[config.mk]
export PLATFORM = sky130hd
export DESIGN_NAME = dual_comparator_control
export DESIGN_NICKNAME = d
export VERILOG_FILES = /design/src/hdl/cmp_pkg.sv /design/src/hdl/cmp_if.sv /design/src/hdl/dual_comparator_control.sv /design/src/hdl/cmp_channel.sv
export VERILOG_INCLUDE_DIRS = /design/src /design/src/hdl
export SDC_FILE = /design/constraint.sdc
export NUM_CORES = 1
export LEC_CHECK = 0
export BUFFER_PORTS_ARGS = -buffer_cell sky130_fd_sc_hd__buf_2
export CAP_MARGIN = 0
export CORE_MARGIN = 2
export CORE_UTILIZATION = 30
export DETAILED_ROUTE_END_ITERATION = 8
export GPL_TIMING_DRIVEN = 0
export RECOVER_POWER = 25
export SETUP_SLACK_MARGIN = 0.2
export SLEW_MARGIN = 40
export SYNTH_ARGS = -nofsm -noshare
export SYNTH_HDL_FRONTEND = slang
export SYNTH_SLANG_ARGS = --single-unit
[constraint.sdc]
create_clock -name clk -period 2.3 [get_ports clk]
set_input_delay 0.345 -clock clk [delete_from_list [all_inputs] [get_ports clk]]
set_output_delay 0.345 -clock clk [all_outputs]
set_load 0.05 [all_outputs]
[src/hdl/cmp_defines.svh]
`ifndef CMP_DEFINES_SVH
`define CMP_DEFINES_SVH
`define ADDR_W 8
`define ADDR_CFG0 8'h00
`define ADDR_CFG1 8'h04
`define ADDR_VREF 8'h08
`define ADDR_INT_STATUS 8'h0c
`define ADDR_INT_MASK 8'h10
`define ADDR_PWR_AUX 8'h14
`define CFG_EN_BIT 0
`define CFG_POS_BIT 1
`define CFG_NEGREF_BIT 2
`define CFG_PIN_BIT 3
`define CFG_RESULT_BIT 4
`define CFG_FLAG_BIT 5
`define CFG_SETTLE_BIT 6
`define VREF_W 3
`define VREF1_LSB 4
`define PWR_CMP_OFF_BIT 5
`define RST_BITS2 2'h0
`define RST_VREF 3'h0
`define RESP_OKAY 2'h0
`define RESP_SLVERR 2'h2
`define CLK_MHZ 100
`define SETTLE_US 10
`define SETTLE_W 10
`define SETTLE_CYCLES 10'(`SETTLE_US * `CLK_MHZ)
`endif

[src/hdl/cmp_pkg.sv]
`include "cmp_defines.svh"
package cmp_pkg;
    typedef struct packed {
        logic sync1;
        logic sync2;
        logic result;
    } chan_state_s;

    typedef struct packed {
        logic [`ADDR_W-1:0] awaddr;
        logic aw_got;
        logic [31:0] wdata;
        logic [3:0] wstrb;
        logic w_got;
        logic bvalid;
        logic [1:0] bresp;
        logic rvalid;
        logic [31:0] rdata;
        logic [1:0] rresp;
        logic [1:0] en;
        logic [1:0] pos_sel;
        logic [1:0] neg_ref;
        logic [1:0] pin_en;
        logic [1:0][`VREF_W-1:0] vref;
        logic [1:0] mask;
        logic cmp_off;
        logic [1:0] flag;
        logic [1:0] en_prev;
        logic [1:0][`SETTLE_W-1:0] settle;
    } ctrl_state_s;
endpackage

[src/hdl/cmp_if.sv]
`timescale 1ns/10ps
interface cmp_if;
    logic en;
    logic result;
    logic changed;
    modport ctrl (output en, input result, changed);
    modport chan (input en, output result, changed);
endinterface

[src/hdl/dual_comparator_control.sv]
`timescale 1ns/10ps
`include "cmp_defines.svh"
// Summary of operation
// - Output is one when positive exceeds negative.
// - Select positive pin, negative pin or reference.
// - Result readable in register, optionally on pin.
// - Per-comparator change flag set on output change.
// - One shared interrupt from enabled set flags.
// - Disabled comparator output forced high.
// - Eight reference levels, one per comparator.
// - Run in idle; total power-down disables both.
// - Unmasked change in idle wakes processor.
// - Auxiliary power bit 5 disables comparators.
module dual_comparator_control
    import cmp_pkg::*;
(
    input wire logic clk, // System clock.
    input wire logic rst_n, // Asynchronous reset, active low.
    input wire logic [`ADDR_W-1:0] s_axi_awaddr, // Write address.
    input wire logic s_axi_awvalid, // Write address valid.
    output logic s_axi_awready, // Write address ready.
    input wire logic [31:0] s_axi_wdata, // Write data.
    input wire logic [3:0] s_axi_wstrb, // Write byte enables.
    input wire logic s_axi_wvalid, // Write data valid.
    output logic s_axi_wready, // Write data ready.
    output logic [1:0] s_axi_bresp, // Write response.
    output logic s_axi_bvalid, // Write response valid.
    input wire logic s_axi_bready, // Write response ready.
    input wire logic [`ADDR_W-1:0] s_axi_araddr, // Read address.
    input wire logic s_axi_arvalid, // Read address valid.
    output logic s_axi_arready, // Read address ready.
    output logic [31:0] s_axi_rdata, // Read data.
    output logic [1:0] s_axi_rresp, // Read response.
    output logic s_axi_rvalid, // Read data valid.
    input wire logic s_axi_rready, // Read data ready.
    input wire logic [1:0] cmp_raw, // Analog decisions, asynchronous.
    output logic [1:0] cmp_power_en, // Analog core enable.
    output logic [1:0] cmp_pos_sel, // Positive input pin select.
    output logic [1:0] cmp_neg_ref, // Negative input from reference.
    output logic [5:0] cmp_vref_code, // Reference codes, 3 bits each.
    output logic [1:0] cmp_result, // Result to device pins.
    output logic [1:0] cmp_result_oe, // Result pin drive enable.
    input wire logic idle_mode, // Idle mode active.
    input wire logic power_down_mode, // Power-down mode active.
    input wire logic total_power_down, // Total power-down active.
    output logic irq, // Shared comparator interrupt.
    output logic wake_req // Wake request to power control.
);
    ctrl_state_s s_reg;
    ctrl_state_s s_next;
    logic [1:0] ch_en;
    logic [1:0] ch_result;
    logic [1:0] ch_changed;
    logic [1:0] flag_clr;
    logic do_write;
    logic cfg_wr;
    logic cfg_idx;

    genvar gi;
    generate
        for (gi = 0; gi < 2; gi++) begin : g_ch
            cmp_if ch_if ();

            assign ch_en[gi] = s_reg.en[gi] & ~s_reg.cmp_off & ~total_power_down;
            assign ch_if.en = ch_en[gi];
            assign ch_result[gi] = ch_if.result;
            assign ch_changed[gi] = ch_if.changed;

            cmp_channel u_ch (
                .clk(clk),
                .rst_n(rst_n),
                .raw(cmp_raw[gi]),
                .ch(ch_if.chan)
            );

            // Writing zero to the flag bit clears it; the status register clears on one.
            assign flag_clr[gi] = do_write && s_reg.wstrb[0] &&
                ((cfg_wr && cfg_idx == gi && !s_reg.wdata[`CFG_FLAG_BIT]) ||
                 (s_reg.awaddr == `ADDR_INT_STATUS && s_reg.wdata[gi]));

            assign cmp_vref_code[gi*3 +: 3] = s_reg.vref[gi];
        end
    endgenerate

    assign do_write = s_reg.aw_got && s_reg.w_got && !s_reg.bvalid;
    assign cfg_wr = s_reg.awaddr == `ADDR_CFG0 || s_reg.awaddr == `ADDR_CFG1;
    assign cfg_idx = s_reg.awaddr[2];

    assign s_axi_awready = !s_reg.aw_got && !s_reg.bvalid;
    assign s_axi_wready = !s_reg.w_got && !s_reg.bvalid;
    assign s_axi_bvalid = s_reg.bvalid;
    assign s_axi_bresp = s_reg.bresp;
    assign s_axi_arready = !s_reg.rvalid;
    assign s_axi_rvalid = s_reg.rvalid;
    assign s_axi_rdata = s_reg.rdata;
    assign s_axi_rresp = s_reg.rresp;

    assign cmp_power_en = ch_en;
    assign cmp_pos_sel = s_reg.pos_sel;
    assign cmp_neg_ref = s_reg.neg_ref;
    assign cmp_result = ch_result;
    assign cmp_result_oe = s_reg.pin_en & ch_en;
    assign irq = |(s_reg.flag & s_reg.mask);
    // Wake is a level; with the clock stopped it still holds from the last edge.
    assign wake_req = irq && (idle_mode || power_down_mode) && !total_power_down;

    always_comb begin
        s_next = s_reg;

        if (s_axi_awvalid && s_axi_awready) begin
            s_next.awaddr = s_axi_awaddr;
            s_next.aw_got = 1'b1;
        end
        if (s_axi_wvalid && s_axi_wready) begin
            s_next.wdata = s_axi_wdata;
            s_next.wstrb = s_axi_wstrb;
            s_next.w_got = 1'b1;
        end
        if (s_reg.bvalid && s_axi_bready) begin
            s_next.bvalid = 1'b0;
        end

        if (do_write) begin
            s_next.aw_got = 1'b0;
            s_next.w_got = 1'b0;
            s_next.bvalid = 1'b1;
            s_next.bresp = `RESP_OKAY;
            if (cfg_wr) begin
                if (s_reg.wstrb[0]) begin
                    s_next.en[cfg_idx] = s_reg.wdata[`CFG_EN_BIT];
                    s_next.pos_sel[cfg_idx] = s_reg.wdata[`CFG_POS_BIT];
                    s_next.neg_ref[cfg_idx] = s_reg.wdata[`CFG_NEGREF_BIT];
                    s_next.pin_en[cfg_idx] = s_reg.wdata[`CFG_PIN_BIT];
                end
            end else begin
                case (s_reg.awaddr)
                    `ADDR_VREF: begin
                        if (s_reg.wstrb[0]) begin
                            s_next.vref[0] = s_reg.wdata[`VREF_W-1:0];
                            s_next.vref[1] = s_reg.wdata[`VREF1_LSB +: `VREF_W];
                        end
                    end
                    `ADDR_INT_STATUS: begin
                    end
                    `ADDR_INT_MASK: begin
                        if (s_reg.wstrb[0]) begin
                            s_next.mask = s_reg.wdata[1:0];
                        end
                    end
                    `ADDR_PWR_AUX: begin
                        if (s_reg.wstrb[0]) begin
                            s_next.cmp_off = s_reg.wdata[`PWR_CMP_OFF_BIT];
                        end
                    end
                    default: begin
                        s_next.bresp = `RESP_SLVERR;
                    end
                endcase
            end
        end

        for (int i = 0; i < 2; i++) begin
            // A change in the clearing cycle keeps the flag set.
            s_next.flag[i] = ch_changed[i] | (s_reg.flag[i] & ~flag_clr[i]);
            s_next.en_prev[i] = ch_en[i];
            if (!ch_en[i]) begin
                s_next.settle[i] = '0;
            end else if (!s_reg.en_prev[i]) begin
                s_next.settle[i] = `SETTLE_CYCLES;
            end else if (s_reg.settle[i] != '0) begin
                s_next.settle[i] = s_reg.settle[i] - `SETTLE_W'(1);
            end
        end

        if (s_reg.rvalid && s_axi_rready) begin
            s_next.rvalid = 1'b0;
        end
        if (s_axi_arvalid && s_axi_arready) begin
            s_next.rvalid = 1'b1;
            s_next.rresp = `RESP_OKAY;
            s_next.rdata = '0;
            case (s_axi_araddr)
                `ADDR_CFG0, `ADDR_CFG1: begin
                    s_next.rdata[`CFG_EN_BIT] = s_reg.en[s_axi_araddr[2]];
                    s_next.rdata[`CFG_POS_BIT] = s_reg.pos_sel[s_axi_araddr[2]];
                    s_next.rdata[`CFG_NEGREF_BIT] = s_reg.neg_ref[s_axi_araddr[2]];
                    s_next.rdata[`CFG_PIN_BIT] = s_reg.pin_en[s_axi_araddr[2]];
                    s_next.rdata[`CFG_RESULT_BIT] = ch_result[s_axi_araddr[2]];
                    s_next.rdata[`CFG_FLAG_BIT] = s_reg.flag[s_axi_araddr[2]];
                    s_next.rdata[`CFG_SETTLE_BIT] = s_reg.settle[s_axi_araddr[2]] != '0;
                end
                `ADDR_VREF: begin
                    s_next.rdata[`VREF_W-1:0] = s_reg.vref[0];
                    s_next.rdata[`VREF1_LSB +: `VREF_W] = s_reg.vref[1];
                end
                `ADDR_INT_STATUS: begin
                    s_next.rdata[1:0] = s_reg.flag;
                end
                `ADDR_INT_MASK: begin
                    s_next.rdata[1:0] = s_reg.mask;
                end
                `ADDR_PWR_AUX: begin
                    s_next.rdata[`PWR_CMP_OFF_BIT] = s_reg.cmp_off;
                end
                default: begin
                    s_next.rresp = `RESP_SLVERR;
                end
            endcase
        end
    end

    always_ff @(posedge clk or negedge rst_n) begin
        if (!rst_n) begin
            s_reg <= '0;
        end else begin
            s_reg <= s_next;
        end
    end

    flag_set_a: assert property (@(posedge clk) disable iff (!rst_n)
        ch_changed[0] |=> s_reg.flag[0])
        else $error("change did not set flag 0");

    flag_hold_a: assert property (@(posedge clk) disable iff (!rst_n)
        s_reg.flag[1] && !flag_clr[1] |=> s_reg.flag[1])
        else $error("flag 1 dropped without clear");

    flag_clear_a: assert property (@(posedge clk) disable iff (!rst_n)
        flag_clr[0] && !ch_changed[0] |=> !s_reg.flag[0])
        else $error("flag 0 not cleared");

    irq_follow_a: assert property (@(posedge clk) disable iff (!rst_n)
        ch_changed[1] && s_reg.mask[1] |=> irq)
        else $error("masked-in change gave no interrupt");

    irq_low_a: assert property (@(posedge clk) disable iff (!rst_n)
        s_reg.flag == 2'h0 |-> !irq)
        else $error("interrupt without a flag");

    tpd_off_a: assert property (@(posedge clk) disable iff (!rst_n)
        total_power_down |-> cmp_power_en == 2'h0 ##1 cmp_result == 2'h3 || !total_power_down)
        else $error("total power-down left a comparator on");

    aux_off_a: assert property (@(posedge clk) disable iff (!rst_n)
        s_reg.cmp_off |-> cmp_power_en == 2'h0)
        else $error("auxiliary power bit did not disable");

    wake_idle_a: assert property (@(posedge clk) disable iff (!rst_n)
        ch_changed[0] && s_reg.mask[0] && idle_mode && !total_power_down ##1 idle_mode
        |-> wake_req)
        else $error("no wake on change in idle");

    write_resp_a: assert property (@(posedge clk) disable iff (!rst_n)
        s_reg.aw_got && s_reg.w_got && !s_reg.bvalid |=> s_axi_bvalid)
        else $error("write response missing");

    read_resp_a: assert property (@(posedge clk) disable iff (!rst_n)
        s_axi_arvalid && s_axi_arready |=> s_axi_rvalid)
        else $error("read response missing");

    settle_busy_a: assert property (@(posedge clk) disable iff (!rst_n)
        ch_en[0] && !s_reg.en_prev[0] |=> s_reg.settle[0] == `SETTLE_CYCLES)
        else $error("settle count not loaded");

    flag_set1_a: assert property (@(posedge clk) disable iff (!rst_n)
        ch_changed[1] |=> s_reg.flag[1])
        else $error("change did not set flag 1");

    flag_hold0_a: assert property (@(posedge clk) disable iff (!rst_n)
        s_reg.flag[0] && !flag_clr[0] |=> s_reg.flag[0])
        else $error("flag 0 dropped without clear");

    flag_clear1_a: assert property (@(posedge clk) disable iff (!rst_n)
        flag_clr[1] && !ch_changed[1] |=> !s_reg.flag[1])
        else $error("flag 1 not cleared");

    irq_follow0_a: assert property (@(posedge clk) disable iff (!rst_n)
        ch_changed[0] && s_reg.mask[0] |=> irq)
        else $error("masked-in change 0 gave no interrupt");

    irq_masked_a: assert property (@(posedge clk) disable iff (!rst_n)
        s_reg.mask == 2'h0 |-> !irq)
        else $error("interrupt with both enables off");

    flag_cause0_a: assert property (@(posedge clk) disable iff (!rst_n)
        $rose(s_reg.flag[0]) |-> $past(ch_changed[0]))
        else $error("flag 0 set without output change");

    flag_cause1_a: assert property (@(posedge clk) disable iff (!rst_n)
        $rose(s_reg.flag[1]) |-> $past(ch_changed[1]))
        else $error("flag 1 set without output change");

    wake_tpd_a: assert property (@(posedge clk) disable iff (!rst_n)
        total_power_down |-> !wake_req)
        else $error("wake request in total power-down");

    wake_run_a: assert property (@(posedge clk) disable iff (!rst_n)
        !idle_mode && !power_down_mode |-> !wake_req)
        else $error("wake request while running");

    wake_pd_a: assert property (@(posedge clk) disable iff (!rst_n)
        irq && power_down_mode && !total_power_down |-> wake_req)
        else $error("no wake in power-down");

    pin_off_a: assert property (@(posedge clk) disable iff (!rst_n)
        (cmp_result_oe & ~cmp_power_en) == 2'h0)
        else $error("result pin driven while disabled");

    vref_hold_a: assert property (@(posedge clk) disable iff (!rst_n)
        !(do_write && s_reg.awaddr == `ADDR_VREF) |=> $stable(cmp_vref_code))
        else $error("reference code changed without write");

    sel_hold_a: assert property (@(posedge clk) disable iff (!rst_n)
        !(do_write && cfg_wr) |=> $stable(cmp_pos_sel) && $stable(cmp_neg_ref))
        else $error("input select changed without write");

    en_follow_a: assert property (@(posedge clk) disable iff (!rst_n)
        !s_reg.cmp_off && !total_power_down |-> cmp_power_en == s_reg.en)
        else $error("enabled comparator not running");

    aux_write_a: assert property (@(posedge clk) disable iff (!rst_n)
        do_write && s_reg.awaddr == `ADDR_PWR_AUX && s_reg.wstrb[0]
        |=> s_reg.cmp_off == $past(s_reg.wdata[`PWR_CMP_OFF_BIT]))
        else $error("auxiliary power bit not written");

    mask_write_a: assert property (@(posedge clk) disable iff (!rst_n)
        do_write && s_reg.awaddr == `ADDR_INT_MASK && s_reg.wstrb[0]
        |=> s_reg.mask == $past(s_reg.wdata[1:0]))
        else $error("interrupt enables not written");

    settle_clear_a: assert property (@(posedge clk) disable iff (!rst_n)
        !ch_en[1] |=> s_reg.settle[1] == '0)
        else $error("settle count kept while disabled");

    settle_load1_a: assert property (@(posedge clk) disable iff (!rst_n)
        ch_en[1] && !s_reg.en_prev[1] |=> s_reg.settle[1] == `SETTLE_CYCLES)
        else $error("settle count 1 not loaded");

    result_read_a: assert property (@(posedge clk) disable iff (!rst_n)
        s_axi_arvalid && s_axi_arready && s_axi_araddr == `ADDR_CFG0
        |=> s_axi_rdata[`CFG_RESULT_BIT] == $past(ch_result[0]))
        else $error("read result differs from output");

    disable_flag0_a: assert property (@(posedge clk) disable iff (!rst_n)
        $fell(ch_en[0]) && !ch_result[0] |=> s_reg.flag[0])
        else $error("disabling low comparator 0 set no flag");

    disable_flag1_a: assert property (@(posedge clk) disable iff (!rst_n)
        $fell(ch_en[1]) && !ch_result[1] |=> s_reg.flag[1])
        else $error("disabling low comparator 1 set no flag");

    rvalid_hold_a: assert property (@(posedge clk) disable iff (!rst_n)
        s_axi_rvalid && !s_axi_rready |=> s_axi_rvalid && $stable(s_axi_rdata))
        else $error("read data dropped before taken");
endmodule // dual_comparator_control

[src/hdl/cmp_channel.sv]
`timescale 1ns/10ps
module cmp_channel
    import cmp_pkg::*;
(
    input wire logic clk, // System clock.
    input wire logic rst_n, // Asynchronous reset.
    input wire logic raw, // Analog comparator decision.
    cmp_if.chan ch // Link to the control block.
);
    chan_state_s s_reg;
    chan_state_s s_next;

    always_comb begin
        s_next = s_reg;
        s_next.sync1 = raw;
        s_next.sync2 = s_reg.sync1;
        s_next.result = ch.en ? s_reg.sync2 : 1'b1;
    end

    always_ff @(posedge clk or negedge rst_n) begin
        if (!rst_n) begin
            s_reg <= '{sync1: 1'b1, sync2: 1'b1, result: 1'b1};
        end else begin
            s_reg <= s_next;
        end
    end

    assign ch.result = s_reg.result;
    assign ch.changed = s_next.result != s_reg.result;

    disabled_high_a: assert property (@(posedge clk) disable iff (!rst_n)
        !ch.en |=> ch.result)
        else $error("disabled comparator output not high");

    change_pulse_a: assert property (@(posedge clk) disable iff (!rst_n)
        ch.changed |=> ch.result != $past(ch.result))
        else $error("change pulse without output change");

    follows_input_a: assert property (@(posedge clk) disable iff (!rst_n)
        ch.en && $past(ch.en) && $past(ch.en, 2) |-> ##1 ch.result == $past(raw, 3))
        else $error("result does not follow comparator");
endmodule // cmp_channel

==> impl_metrics.xml, run 1 <==
<?xml version="1.0" encoding="UTF-8"?>
<metrics>
  <group name="place">
    <metric name="gpl.final_weighted_congestion" unit="">0.7576</metric>
    <metric name="dp_slack" unit="ns">-0.1596</metric>
    <metric name="io_buffers" unit="">67</metric>
    <metric name="postPlaceCellArea" unit="mm2">0.004476</metric>
    <metric name="place_hpwl" unit="mm">6.113</metric>
  </group>
  <group name="timing">
    <metric name="fin_ws" unit="ns">0.2347</metric>
    <metric name="rsz0062_at_grt" unit="">true</metric>
    <metric name="max-slew-margin-rel" unit="%">8.653</metric>
    <metric name="worstMarginPinSlew" unit="ns">1.370</metric>
    <metric name="max_freq" unit="MHz">484.2</metric>
    <metric name="final_number_of_hold_violating_endpoints" unit="">0</metric>
    <metric name="min_clock_period_post_route" unit="ns">2.065</metric>
    <metric name="fin_worst_skew" unit="ns">0.007717</metric>
    <metric name="final.period_utilization" unit="%">89.80</metric>
    <metric name="slew_violations" unit="">0</metric>
    <metric name="finalSetupViolations" unit="">0</metric>
  </group>
  <group name="detailed_routing">
    <metric name="first_iter_violations" unit="">92</metric>
    <metric name="finalWirelength" unit="mm">8.048</metric>
    <metric name="drt-vias-per-instance" unit="">4.291</metric>
    <metric name="route.vias.total" unit="">2665</metric>
    <metric name="wire_per_inst" unit="um">12.96</metric>
    <metric name="drt_pre_antenna_iters" unit="">4</metric>
    <metric name="post_route_drc_violation_count" unit="">0</metric>
    <metric name="ant_nets" unit="">0</metric>
  </group>
  <group name="global_route">
    <metric name="antenna_violations_before_repair" unit="">1</metric>
    <metric name="via_count_of_the_first_global_routing_pass" unit="">2696</metric>
    <metric name="track_usage" unit="%">12.44</metric>
    <metric name="congestion_overflow_gr" unit="">0</metric>
    <metric name="grt_start_max_net_pins" unit="">49</metric>
    <metric name="grt_pass1_wl" unit="mm">13.08</metric>
  </group>
  <group name="yosys">
    <metric name="synth_cell_types" unit="">48</metric>
    <metric name="syn-cell-area" unit="mm2">0.003791</metric>
    <metric name="netlist.area_leader.share" unit="%">46.20</metric>
    <metric name="synth_largest_area_cell" unit="">sky130_fd_sc_hd__dfrtp_1</metric>
    <metric name="ys_ff_latch" unit="">76</metric>
    <metric name="number_of_enable_type_register_cells_in_the_synthesized_netlist" unit="">0</metric>
    <metric name="sequential_to_total_area_share_from_yosys_stat" unit="%">50.36</metric>
    <metric name="yosysWarnings" unit="">0</metric>
    <metric name="ys_dominant_reg_cell" unit="">sky130_fd_sc_hd__dfrtp_1</metric>
    <metric name="postSynth.asyncResetShare" unit="%">100.0</metric>
    <metric name="synth.avg_cell_area" unit="um2">11.22</metric>
    <metric name="syn_inst" unit="">338</metric>
    <metric name="ys_top_cells_by_area" unit="">sky130_fd_sc_hd__dfrtp_1, sky130_fd_sc_hd__mux2_2, sky130_fd_sc_hd__buf_4, sky130_fd_sc_hd__dfstp_2, sky130_fd_sc_hd__a21oi_1</metric>
  </group>
  <group name="hold_path">
    <metric name="timing.hold.worst.class" unit="">input pin to flip-flop</metric>
    <metric name="hold_path_end" unit="">g_ch[1].u_ch.s_next[1]</metric>
    <metric name="min_delay_path_depth" unit="">1</metric>
    <metric name="hold_path.startpoint" unit="">cmp_raw[1]</metric>
  </group>
  <group name="cts">
    <metric name="clkLatencyLatePin" unit="ns">0.33</metric>
    <metric name="post_cts_buffers" unit="">0</metric>
    <metric name="cts-buffers-inserted" unit="">9</metric>
    <metric name="tritoncts" unit="">yes</metric>
    <metric name="number_of_h_tree_levels" unit="">3</metric>
    <metric name="clk_transition_reported_paths" unit="ns">0.06</metric>
    <metric name="numClockSinks" unit="">76</metric>
    <metric name="cts_root_buffer" unit="">sky130_fd_sc_hd__clkbuf_16</metric>
    <metric name="cts_buffer_depth" unit="">2</metric>
  </group>
  <group name="final_layout">
    <metric name="layout.nets" unit="">510</metric>
    <metric name="largest_reg_flops" unit="">48</metric>
    <metric name="final_util" unit="%">39.05</metric>
    <metric name="finalInstanceArea" unit="mm2">0.004868</metric>
    <metric name="diodes" unit="">0</metric>
    <metric name="drive_gt1_share" unit="%">43.21</metric>
    <metric name="area_growth_syn_to_layout" unit="%">28.42</metric>
  </group>
  <group name="critical_path">
    <metric name="worst-setup-path-type" unit="">flip-flop to output pin</metric>
    <metric name="endpoint_kind" unit="">output pin</metric>
    <metric name="cp-start-kind" unit="">flip-flop</metric>
    <metric name="critical_path_required" unit="ns">1.96</metric>
    <metric name="reg2reg_setup_slack" unit="ns">0.31</metric>
    <metric name="r2r_end" unit="">s_reg[26]</metric>
    <metric name="worst_r2r_startpoint" unit="">s_axi_bvalid</metric>
    <metric name="ff2ff_path_depth" unit="">4</metric>
    <metric name="peak_fanout_along_the_critical_path" unit="">6</metric>
    <metric name="worstPathArrival" unit="ns">1.72</metric>
  </group>
  <group name="floorplanning">
    <metric name="die-height" unit="um">116.4</metric>
    <metric name="io_pins" unit="">123</metric>
    <metric name="row_count" unit="">41</metric>
    <metric name="fp.dieW" unit="um">116.4</metric>
    <metric name="fp.coreArea" unit="mm2">0.01247</metric>
    <metric name="floorplan.die_area" unit="mm2">0.01355</metric>
    <metric name="start_util" unit="%">30.41</metric>
  </group>
  <group name="power_and_ir_drop">
    <metric name="share_seq_of_total_power" unit="%">38.7</metric>
    <metric name="switching_share" unit="%">33.87</metric>
    <metric name="internal_power" unit="W">0.003099</metric>
    <metric name="power-per-cell-area" unit="mW/mm2">962.6</metric>
    <metric name="comb_power_share" unit="%">29.0</metric>
    <metric name="share_clk_of_total_power" unit="%">32.3</metric>
    <metric name="switching_power_total" unit="W">0.001587</metric>
    <metric name="p_total" unit="W">0.004686</metric>
    <metric name="worst_ir_drop_on_vdd" unit="V">0.0004916</metric>
    <metric name="cellLeakagePower" unit="nW">2.455</metric>
  </group>
  <group name="run_status">
    <metric name="status" unit="">complete, no violations</metric>
  </group>
  <group name="flow_run">
    <metric name="cap_violations" unit="">0</metric>
  </group>
</metrics>
## synthesized netlist by cell type, drive strengths merged (6+ instances only)
| cell | count |
|---|---|
| a21oi | 16 |
| buf | 52 |
| clkbuf | 6 |
| dfrtp | 70 |
| dfstp | 6 |
| inv | 10 |
| mux2 | 34 |
| nand2 | 20 |
| nand3b | 6 |
| nor2 | 17 |
| nor3 | 6 |
| nor4 | 6 |
| o21ai | 8 |
| o31ai | 6 |
| xnor2 | 6 |
| xor2 | 7 |
## through the flow
step / cells / setup TNS (ns) / hold slack, ns
5_1_grt: 621 / 0 / 0.1012
4_1_cts: 621 / 0 / 0.1011
6_report: 621 / 0 / 0.1144
3_3_place_gp: 603 / -0.3971 / 0.3467
2_1_floorplan: 364 / 0 / 0.04941
3_5_place_dp: 604 / -0.7883 / 0.2388
## metal layers
| metal | GRT usage (%) | part of all wire (%) | vias to the layer above |
|---|---|---|---|
| met5 | 0 | 0.14 | - |
| met4 | 2.937 | 0.97 | 2 |
| met3 | 3.684 | 5.8 | 11 |
| met2 | 21.09 | 48 | 80 |
| met1 | 15.70 | 45 | 1254 |
| li1 | - | - | 1318 |
## cell usage in the layout, fill, tap and decap left out, types with 7 or more instances in the layout
master,Yosys,final
sky130_fd_sc_hd__mux2_2,34,34
sky130_fd_sc_hd__a21oi_1,16,16
sky130_fd_sc_hd__inv_1,10,10
sky130_fd_sc_hd__xor2_1,7,7
sky130_fd_sc_hd__conb_1,1,27
sky130_fd_sc_hd__buf_4,50,50
sky130_fd_sc_hd__buf_2,1,67
sky130_fd_sc_hd__dfrtp_1,70,70
sky130_fd_sc_hd__nor2_1,17,16
sky130_fd_sc_hd__clkbuf_16,0,9
sky130_fd_sc_hd__nand2_1,20,20
## worst max-delay path, cell delays in order (launching register included)
cell and delay (ns):
sky130_fd_sc_hd__dfrtp_1 0.44, sky130_fd_sc_hd__nor3b_2 0.50, sky130_fd_sc_hd__and2_1 0.20, sky130_fd_sc_hd__buf_2 0.25
## power by group through the flow
stage	logic, W	clock network (W)	registers, W
detailed placement	0.00132	0	0.00183
CTS	0.00134	0.00156	0.00181
global route	0.00147	0.00162	0.00186
finish	0.00136	0.00152	0.00181
global placement	0.00129	0	0.00182
floorplan	0.00104	0	0.00180
## cell type report
cell class	instances	area, um2
fillers	1238	7597
flip-flops and latches	76	1909
multi-input cells	220	1598
plain buffers	58	407.9
repair buffers	69	376.6
clock buffers	10	229.0
well taps	172	215.2
clock inverters	6	95.09
inverters	10	37.54
## cell families (layout without fill, tap and decap cells)
kind of cell | after synthesis | in the layout | share of synthesized area, %
xor+xnor | 13 | 13 | 3.003
mux | 40 | 40 | 12.34
flops | 76 | 76 | 50.36
simple gates | 89 | 89 | 13.50
buf+inv | 68 | 153 | 11.75
other cells | 1 | 27 | 0.09891
compound gates | 49 | 49 | 8.284
fa+ha+maj | 2 | 2 | 0.6600
## how the worst max path moves through the flow
stage	from	endpoint	slack (ns)	cells after the start
4_1_cts	s_reg[0]	s_reg[8]	0.02	6
3_3_place_gp	s_reg[0]	s_reg[3]	-0.08	6
5_1_grt	rst_n	g_ch[1].u_ch.ch.result	0.09	3
3_5_place_dp	s_reg[0]	s_reg[8]	-0.16	6
6_report	s_reg[24]	cmp_result_oe[0]	0.23	3
2_1_floorplan	s_axi_bvalid	s_reg[80]	0.21	4
## what timing repair did
item	CTS	global route
endpoints found under the hold margin	25	0
resized for setup	5	7
setup endpoints to repair	21	15
hold buffers	1	0
pin swaps	2	1
Note: power is estimated with default switching activity, not from simulation.
==> run 2, diff against run 1 <==
- BUFFER_PORTS_ARGS: -buffer_cell sky130_fd_sc_hd__buf_2 -> -buffer_cell sky130_fd_sc_hd__clkbuf_2
==> run 2 against run 1 <==
Via count rose by 1.5%. Total power fell by 2.2%. Worst setup slack got worse by 0.045 ns. Non-clock buffer count did not move. Die area did not move. Largest power group unchanged.
==> impl_metrics.xml, run 2 (synthesis results as in run 1) <==
<?xml version="1.0" encoding="UTF-8"?>
<metrics>
  <group name="run_status">
    <metric name="status" unit="">complete, no violations</metric>
  </group>
  <group name="detailed_routing">
    <metric name="drt-vias-per-instance" unit="">4.354</metric>
    <metric name="route.vias.total" unit="">2704</metric>
    <metric name="first_iter_violations" unit="">91</metric>
    <metric name="drt_pre_antenna_iters" unit="">4</metric>
    <metric name="wire_per_inst" unit="um">12.64</metric>
    <metric name="finalWirelength" unit="mm">7.848</metric>
    <metric name="post_route_drc_violation_count" unit="">0</metric>
    <metric name="ant_nets" unit="">0</metric>
  </group>
  <group name="timing">
    <metric name="max-slew-margin-rel" unit="%">7.296</metric>
    <metric name="min_clock_period_post_route" unit="ns">2.110</metric>
    <metric name="finalSetupViolations" unit="">0</metric>
    <metric name="rsz0062_at_grt" unit="">true</metric>
    <metric name="final.period_utilization" unit="%">91.73</metric>
    <metric name="worstMarginPinSlew" unit="ns">1.391</metric>
    <metric name="hold_slack" unit="ns">0.09510</metric>
    <metric name="fin_worst_skew" unit="ns">0.01159</metric>
    <metric name="max_freq" unit="MHz">474.0</metric>
    <metric name="final_number_of_hold_violating_endpoints" unit="">0</metric>
    <metric name="slew_violations" unit="">0</metric>
  </group>
  <group name="place">
    <metric name="gpl.final_weighted_congestion" unit="">0.7547</metric>
    <metric name="placedCellCount" unit="">604</metric>
    <metric name="place_hpwl" unit="mm">6.041</metric>
    <metric name="io_buffers" unit="">67</metric>
  </group>
  <group name="critical_path">
    <metric name="cpLargestDelayFamily" unit="">simple AND/OR/NAND/NOR gates</metric>
    <metric name="worstPathArrival" unit="ns">1.76</metric>
    <metric name="critical_path_required" unit="ns">1.96</metric>
    <metric name="peak_fanout_along_the_critical_path" unit="">6</metric>
    <metric name="cp-start-kind" unit="">flip-flop</metric>
    <metric name="path_buf_inv" unit="">1</metric>
    <metric name="critical_path.max_stage_delay" unit="ns">0.52</metric>
    <metric name="critical_path.cell_chain" unit="">nor3b_2 -&gt; and2_1 -&gt; clkbuf_2</metric>
    <metric name="worst-setup-path-type" unit="">flip-flop to output pin</metric>
    <metric name="endpoint_kind" unit="">output pin</metric>
    <metric name="worst_r2r_startpoint" unit="">s_axi_bvalid</metric>
    <metric name="critPathSlowestCell" unit="">sky130_fd_sc_hd__nor3b_2</metric>
    <metric name="worstSetupStartpoint" unit="">s_reg[24]</metric>
  </group>
  <group name="power_and_ir_drop">
    <metric name="comb_power_share" unit="%">29.4</metric>
    <metric name="internal_power" unit="W">0.003012</metric>
    <metric name="switching_share" unit="%">34.26</metric>
    <metric name="share_clk_of_total_power" unit="%">31.1</metric>
    <metric name="share_seq_of_total_power" unit="%">39.5</metric>
    <metric name="switching_power_total" unit="W">0.001570</metric>
    <metric name="cellLeakagePower" unit="nW">2.441</metric>
    <metric name="worst_ir_drop_on_vdd" unit="V">0.0006828</metric>
    <metric name="power-per-cell-area" unit="mW/mm2">943.5</metric>
  </group>
  <group name="hold_path">
    <metric name="timing.hold.worst.class" unit="">input pin to flip-flop</metric>
    <metric name="hold_path.startpoint" unit="">cmp_raw[1]</metric>
  </group>
  <group name="cts">
    <metric name="cts_buffer_depth" unit="">2</metric>
    <metric name="tritoncts" unit="">yes</metric>
    <metric name="numClockSinks" unit="">76</metric>
    <metric name="cts_root_buffer" unit="">sky130_fd_sc_hd__clkbuf_16</metric>
    <metric name="clkLatencyLatePin" unit="ns">0.33</metric>
    <metric name="clk_transition_reported_paths" unit="ns">0.06</metric>
    <metric name="cts-buffers-inserted" unit="">9</metric>
    <metric name="number_of_h_tree_levels" unit="">3</metric>
  </group>
  <group name="flow_run">
    <metric name="cap_violations" unit="">0</metric>
  </group>
  <group name="global_route">
    <metric name="via_count_of_the_first_global_routing_pass" unit="">2585</metric>
    <metric name="track_usage" unit="%">12.20</metric>
    <metric name="grt_pass1_wl" unit="mm">12.78</metric>
    <metric name="congestion_overflow_gr" unit="">0</metric>
    <metric name="grt_start_max_net_pins" unit="">49</metric>
    <metric name="antenna_violations_before_repair" unit="">0</metric>
  </group>
  <group name="floorplanning">
    <metric name="floorplan.die_area" unit="mm2">0.01355</metric>
    <metric name="fp.coreArea" unit="mm2">0.01247</metric>
    <metric name="fp.dieW" unit="um">116.4</metric>
    <metric name="die-height" unit="um">116.4</metric>
    <metric name="row_count" unit="">41</metric>
    <metric name="start_util" unit="%">30.41</metric>
    <metric name="io_pins" unit="">123</metric>
  </group>
  <group name="final_layout">
    <metric name="diodes" unit="">0</metric>
    <metric name="multiInputGateArea" unit="mm2">0.001597</metric>
    <metric name="finish.cell_count_without_fillers" unit="">621</metric>
    <metric name="layout.cells.most_common_list" unit="">sky130_fd_sc_hd__dfrtp_1, sky130_fd_sc_hd__clkbuf_2, sky130_fd_sc_hd__buf_4</metric>
    <metric name="regArea" unit="mm2">0.001909</metric>
    <metric name="final_common_cell" unit="">sky130_fd_sc_hd__dfrtp_1</metric>
    <metric name="drive_gt1_share" unit="%">43.21</metric>
    <metric name="fillers" unit="">1255</metric>
    <metric name="area_growth_syn_to_layout" unit="%">28.12</metric>
    <metric name="largest_reg_flops" unit="">48</metric>
    <metric name="layout.nets" unit="">510</metric>
  </group>
</metrics>
-- run 2: cell types whose count changed in the layout (fill, tap and decap cells not counted), moves of 2 or more --
cell / delta
sky130_fd_sc_hd__inv_6: -2
sky130_fd_sc_hd__buf_2: -66
sky130_fd_sc_hd__clkbuf_2: +66
sky130_fd_sc_hd__clkinvlp_4: +2
-- run 2: path summary, 6_finish.rpt --
kind                                          end  slack [ns]  cells after the start
min                        g_ch[1].u_ch.s_next[1]         0.1                      1
max reg2reg                             s_reg[26]        0.32                      4
max                              cmp_result_oe[0]        0.19                      3
min in group asynchronous        cmp_vref_code[3]        0.96                      2
min reg2reg                 g_ch[0].u_ch.s_reg[1]        0.36                      0
max in group asynchronous  g_ch[1].u_ch.s_next[1]        0.42                      3
-- run 2: routing by layer --
layer	part of all wire [%]	track usage [%]	routed length [um]
met1	44	15.48	3432
met2	48	20.27	3798
met3	7.4	4.359	577
met4	0.51	2.381	40
met5	0	0	0
-- run 2: final cells by class --
cell class,count,share of cell area (%)
Clock inverter,6,1.468
Inverter,10,0.7728
Tap cell,172,4.431
Multi-Input combinational cell,220,32.87
Buffer,58,8.398
Sequential cell,76,39.31
Timing Repair Buffer,69,7.831
Clock buffer,10,4.920
-- run 2: power groups by stage --
stage          clock [W]  sequential (W)  combinational [W]
2_1_floorplan          0         0.00180            0.00104
3_3_place_gp           0         0.00182            0.00129
3_5_place_dp           0         0.00183            0.00132
4_1_cts          0.00147         0.00181            0.00133
5_1_grt          0.00152         0.00185            0.00147
6_report         0.00143         0.00181            0.00135
-- run 2: repair_timing --
action,CTS,global route
setup buffers,0,0
hold buffers,1,0
pin swaps,1,3
gates resized for setup,5,7
gates cloned,0,0
endpoints found under the hold margin,25,0
setup endpoints to repair,18,29
-- run 2: stage by stage --
step / setup TNS (ns) / setup slack, ns / cell area (um2) / total power [W] / utilization (%)
2_1_floorplan: 0 / 0.2136 / 3891 / 0.002836 / -
3_3_place_gp: -0.3871 / -0.08326 / 4442 / 0.003103 / 35.63
3_5_place_dp: -0.5761 / -0.1172 / 4478 / 0.003147 / 35.92
4_1_cts: 0 / 0.05182 / 4815 / 0.004608 / 38.62
5_1_grt: 0 / 0.1084 / 4857 / 0.004847 / 38.96
6_report: 0 / 0.1901 / 4857 / 0.004583 / 38.96
==> run 3, diff against run 2 <==
- clock period: 2.3 -> 1.8 ns (I/O delays scaled with it)
==> run 3 against run 2 <==
The run now ends with setup timing left. Worst hold slack got worse by 0.072 ns. Cell area up 14%. Core utilization rose by 5.5 points. Critical path depth is 2 higher. Via count is 4.3% higher. Clock power increased by 24%. Final cell count increased by 5.5%. Critical endpoint is now cmp_vref_code[3]. Die area unchanged.
==> impl_metrics.xml, run 3 (synthesis results as in run 1) <==
<?xml version="1.0" encoding="UTF-8"?>
<metrics>
  <group name="detailed_routing">
    <metric name="drt-vias-per-instance" unit="">4.307</metric>
    <metric name="drt_pre_antenna_iters" unit="">4</metric>
    <metric name="post_route_drc_violation_count" unit="">0</metric>
    <metric name="first_iter_violations" unit="">91</metric>
    <metric name="finalWirelength" unit="mm">8.938</metric>
    <metric name="wire_per_inst" unit="um">13.65</metric>
    <metric name="route.vias.total" unit="">2821</metric>
    <metric name="ant_nets" unit="">0</metric>
  </group>
  <group name="floorplanning">
    <metric name="start_util" unit="%">30.41</metric>
    <metric name="fp.coreArea" unit="mm2">0.01247</metric>
    <metric name="io_pins" unit="">123</metric>
    <metric name="fp.dieW" unit="um">116.4</metric>
    <metric name="die-height" unit="um">116.4</metric>
    <metric name="floorplan.die_area" unit="mm2">0.01355</metric>
    <metric name="row_count" unit="">41</metric>
  </group>
  <group name="power_and_ir_drop">
    <metric name="worst_ir_drop_on_vdd" unit="V">0.0009765</metric>
    <metric name="power-per-cell-area" unit="mW/mm2">1148</metric>
    <metric name="cellLeakagePower" unit="nW">2.750</metric>
    <metric name="p_total" unit="W">0.006355</metric>
  </group>
  <group name="cts">
    <metric name="cts-buffers-inserted" unit="">9</metric>
    <metric name="cts_root_buffer" unit="">sky130_fd_sc_hd__clkbuf_16</metric>
    <metric name="tritoncts" unit="">yes</metric>
    <metric name="clk_transition_reported_paths" unit="ns">0.06</metric>
    <metric name="numClockSinks" unit="">76</metric>
    <metric name="number_of_h_tree_levels" unit="">3</metric>
    <metric name="clkLatencyLatePin" unit="ns">0.33</metric>
    <metric name="cts_buffer_depth" unit="">2</metric>
  </group>
  <group name="place">
    <metric name="io_buffers" unit="">67</metric>
    <metric name="place_hpwl" unit="mm">6.173</metric>
    <metric name="postPlaceCellArea" unit="mm2">0.004633</metric>
    <metric name="gpl.final_weighted_congestion" unit="">0.7397</metric>
  </group>
  <group name="global_route">
    <metric name="congestion_overflow_gr" unit="">0</metric>
    <metric name="grt_start_max_net_pins" unit="">54</metric>
    <metric name="antenna_violations_before_repair" unit="">0</metric>
    <metric name="track_usage" unit="%">13.26</metric>
    <metric name="via_count_of_the_first_global_routing_pass" unit="">2710</metric>
    <metric name="grt_pass1_wl" unit="mm">13.66</metric>
  </group>
  <group name="run_status">
    <metric name="failed_checks" unit="">setup timing</metric>
    <metric name="status" unit="">finished with violations</metric>
  </group>
  <group name="timing">
    <metric name="max_freq" unit="MHz">542.8</metric>
    <metric name="min_clock_period_post_route" unit="ns">1.842</metric>
    <metric name="fin_worst_skew" unit="ns">0.006043</metric>
    <metric name="finalSetupViolations" unit="">11</metric>
    <metric name="worstMarginPinSlew" unit="ns">1.212</metric>
    <metric name="fin_ws" unit="ns">-0.04216</metric>
    <metric name="slew_violations" unit="">0</metric>
    <metric name="final.period_utilization" unit="%">102.3</metric>
    <metric name="timing.setup.tns" unit="ns">-0.2769</metric>
    <metric name="max-slew-margin-rel" unit="%">19.22</metric>
    <metric name="rsz0062_at_grt" unit="">true</metric>
    <metric name="hold_slack" unit="ns">0.02262</metric>
    <metric name="final_number_of_hold_violating_endpoints" unit="">0</metric>
  </group>
  <group name="final_layout">
    <metric name="area_growth_syn_to_layout" unit="%">46.07</metric>
    <metric name="largest_reg_flops" unit="">48</metric>
    <metric name="final_util" unit="%">44.42</metric>
    <metric name="layout.nets" unit="">544</metric>
    <metric name="final_common_cell" unit="">sky130_fd_sc_hd__buf_4</metric>
    <metric name="drive_gt1_share" unit="%">56.73</metric>
    <metric name="diodes" unit="">0</metric>
    <metric name="layout.cells.most_common_list" unit="">sky130_fd_sc_hd__buf_4, sky130_fd_sc_hd__dfrtp_1, sky130_fd_sc_hd__clkbuf_2</metric>
    <metric name="finalInstanceArea" unit="mm2">0.005538</metric>
  </group>
  <group name="critical_path">
    <metric name="peak_fanout_along_the_critical_path" unit="">6</metric>
    <metric name="worstPathArrival" unit="ns">2.06</metric>
    <metric name="endpoint_kind" unit="">flip-flop</metric>
    <metric name="cp-start-kind" unit="">flip-flop</metric>
    <metric name="worst-setup-path-type" unit="">flip-flop to flip-flop</metric>
    <metric name="critical_path_required" unit="ns">2.01</metric>
  </group>
  <group name="flow_run">
    <metric name="cap_violations" unit="">0</metric>
  </group>
  <group name="hold_path">
    <metric name="timing.hold.worst.class" unit="">input pin to flip-flop</metric>
  </group>
</metrics>
==> run 3: cell types whose count changed in the layout (fill, tap and decap cells not counted), sizes merged <==
cell and change:
clkinv -1, inv -1, buf +36
==> run 3: cell type report <==
cell class	instances	area, um2
Clock buffer	12	246.5
Fill cell	1202	6928
Inverter	10	37.54
Timing Repair Buffer	103	749.5
Sequential cell	76	1913
Tap cell	172	215.2
Multi-Input combinational cell	220	1892
Buffer	58	434.2
Clock inverter	4	50.05
==> run 3: per-layer routing <==
metal | up-vias | GRT usage [%] | part of all wire (%)
met3 | 10 | 3.477 | 5.8
met4 | 0 | 4.603 | 1.3
li1 | 1388 | - | -
met5 | - | 0 | 0
met1 | 1337 | 17.06 | 43
met2 | 86 | 21.71 | 49
==> run 3: path summary, 6_finish.rpt <==
| kind | start | to | slack, ns | cells past startpoint |
|---|---|---|---|---|
| min in group asynchronous | rst_n | s_axi_bvalid | 0.80 | 2 |
| max in group asynchronous | rst_n | g_ch[0].u_ch.ch.result | 0.10 | 3 |
| hold reg to reg | g_ch[1].u_ch.s_next[1] | g_ch[1].u_ch.s_reg[1] | 0.35 | 0 |
| setup reg to reg | s_reg[123] | cmp_vref_code[3] | -0.04 | 5 |
| hold / removal | cmp_raw[1] | g_ch[1].u_ch.s_next[1] | 0.02 | 1 |
| setup / recovery | s_reg[123] | cmp_vref_code[3] | -0.04 | 5 |
==> run 3: worst max-delay path, cell delays in order, from the launching register on <==
cell                       delay (ns)
sky130_fd_sc_hd__dfrtp_1         0.37
sky130_fd_sc_hd__or4_4           0.56
sky130_fd_sc_hd__nor4_4          0.19
sky130_fd_sc_hd__buf_4           0.19
sky130_fd_sc_hd__nand3b_4        0.12
sky130_fd_sc_hd__mux2_2          0.29
==> run 3: power by group <==
group	internal, W	switching [W]
logic	0.00104	0.00120
clock network	0.00111	0.000664
registers	0.00204	0.000311
total	0.00418	0.00217
==> run 3: through the flow <==
step,instances,worst slack (ns)
floorplan,364,-0.02286
global placement,603,-0.3905
detailed placement,604,-0.2217
CTS,645,-0.1732
global route,655,-0.1638
finish,655,-0.04216
==> run 3: repair_timing <==
action                                  4_1_cts  5_1_grt
hold buffers                                  1        0
endpoints found under the hold margin        20        0
resized for setup                            40       33
buffers inserted                             24       10
pin swaps                                    11       12
endpoints found under the setup margin       54       47
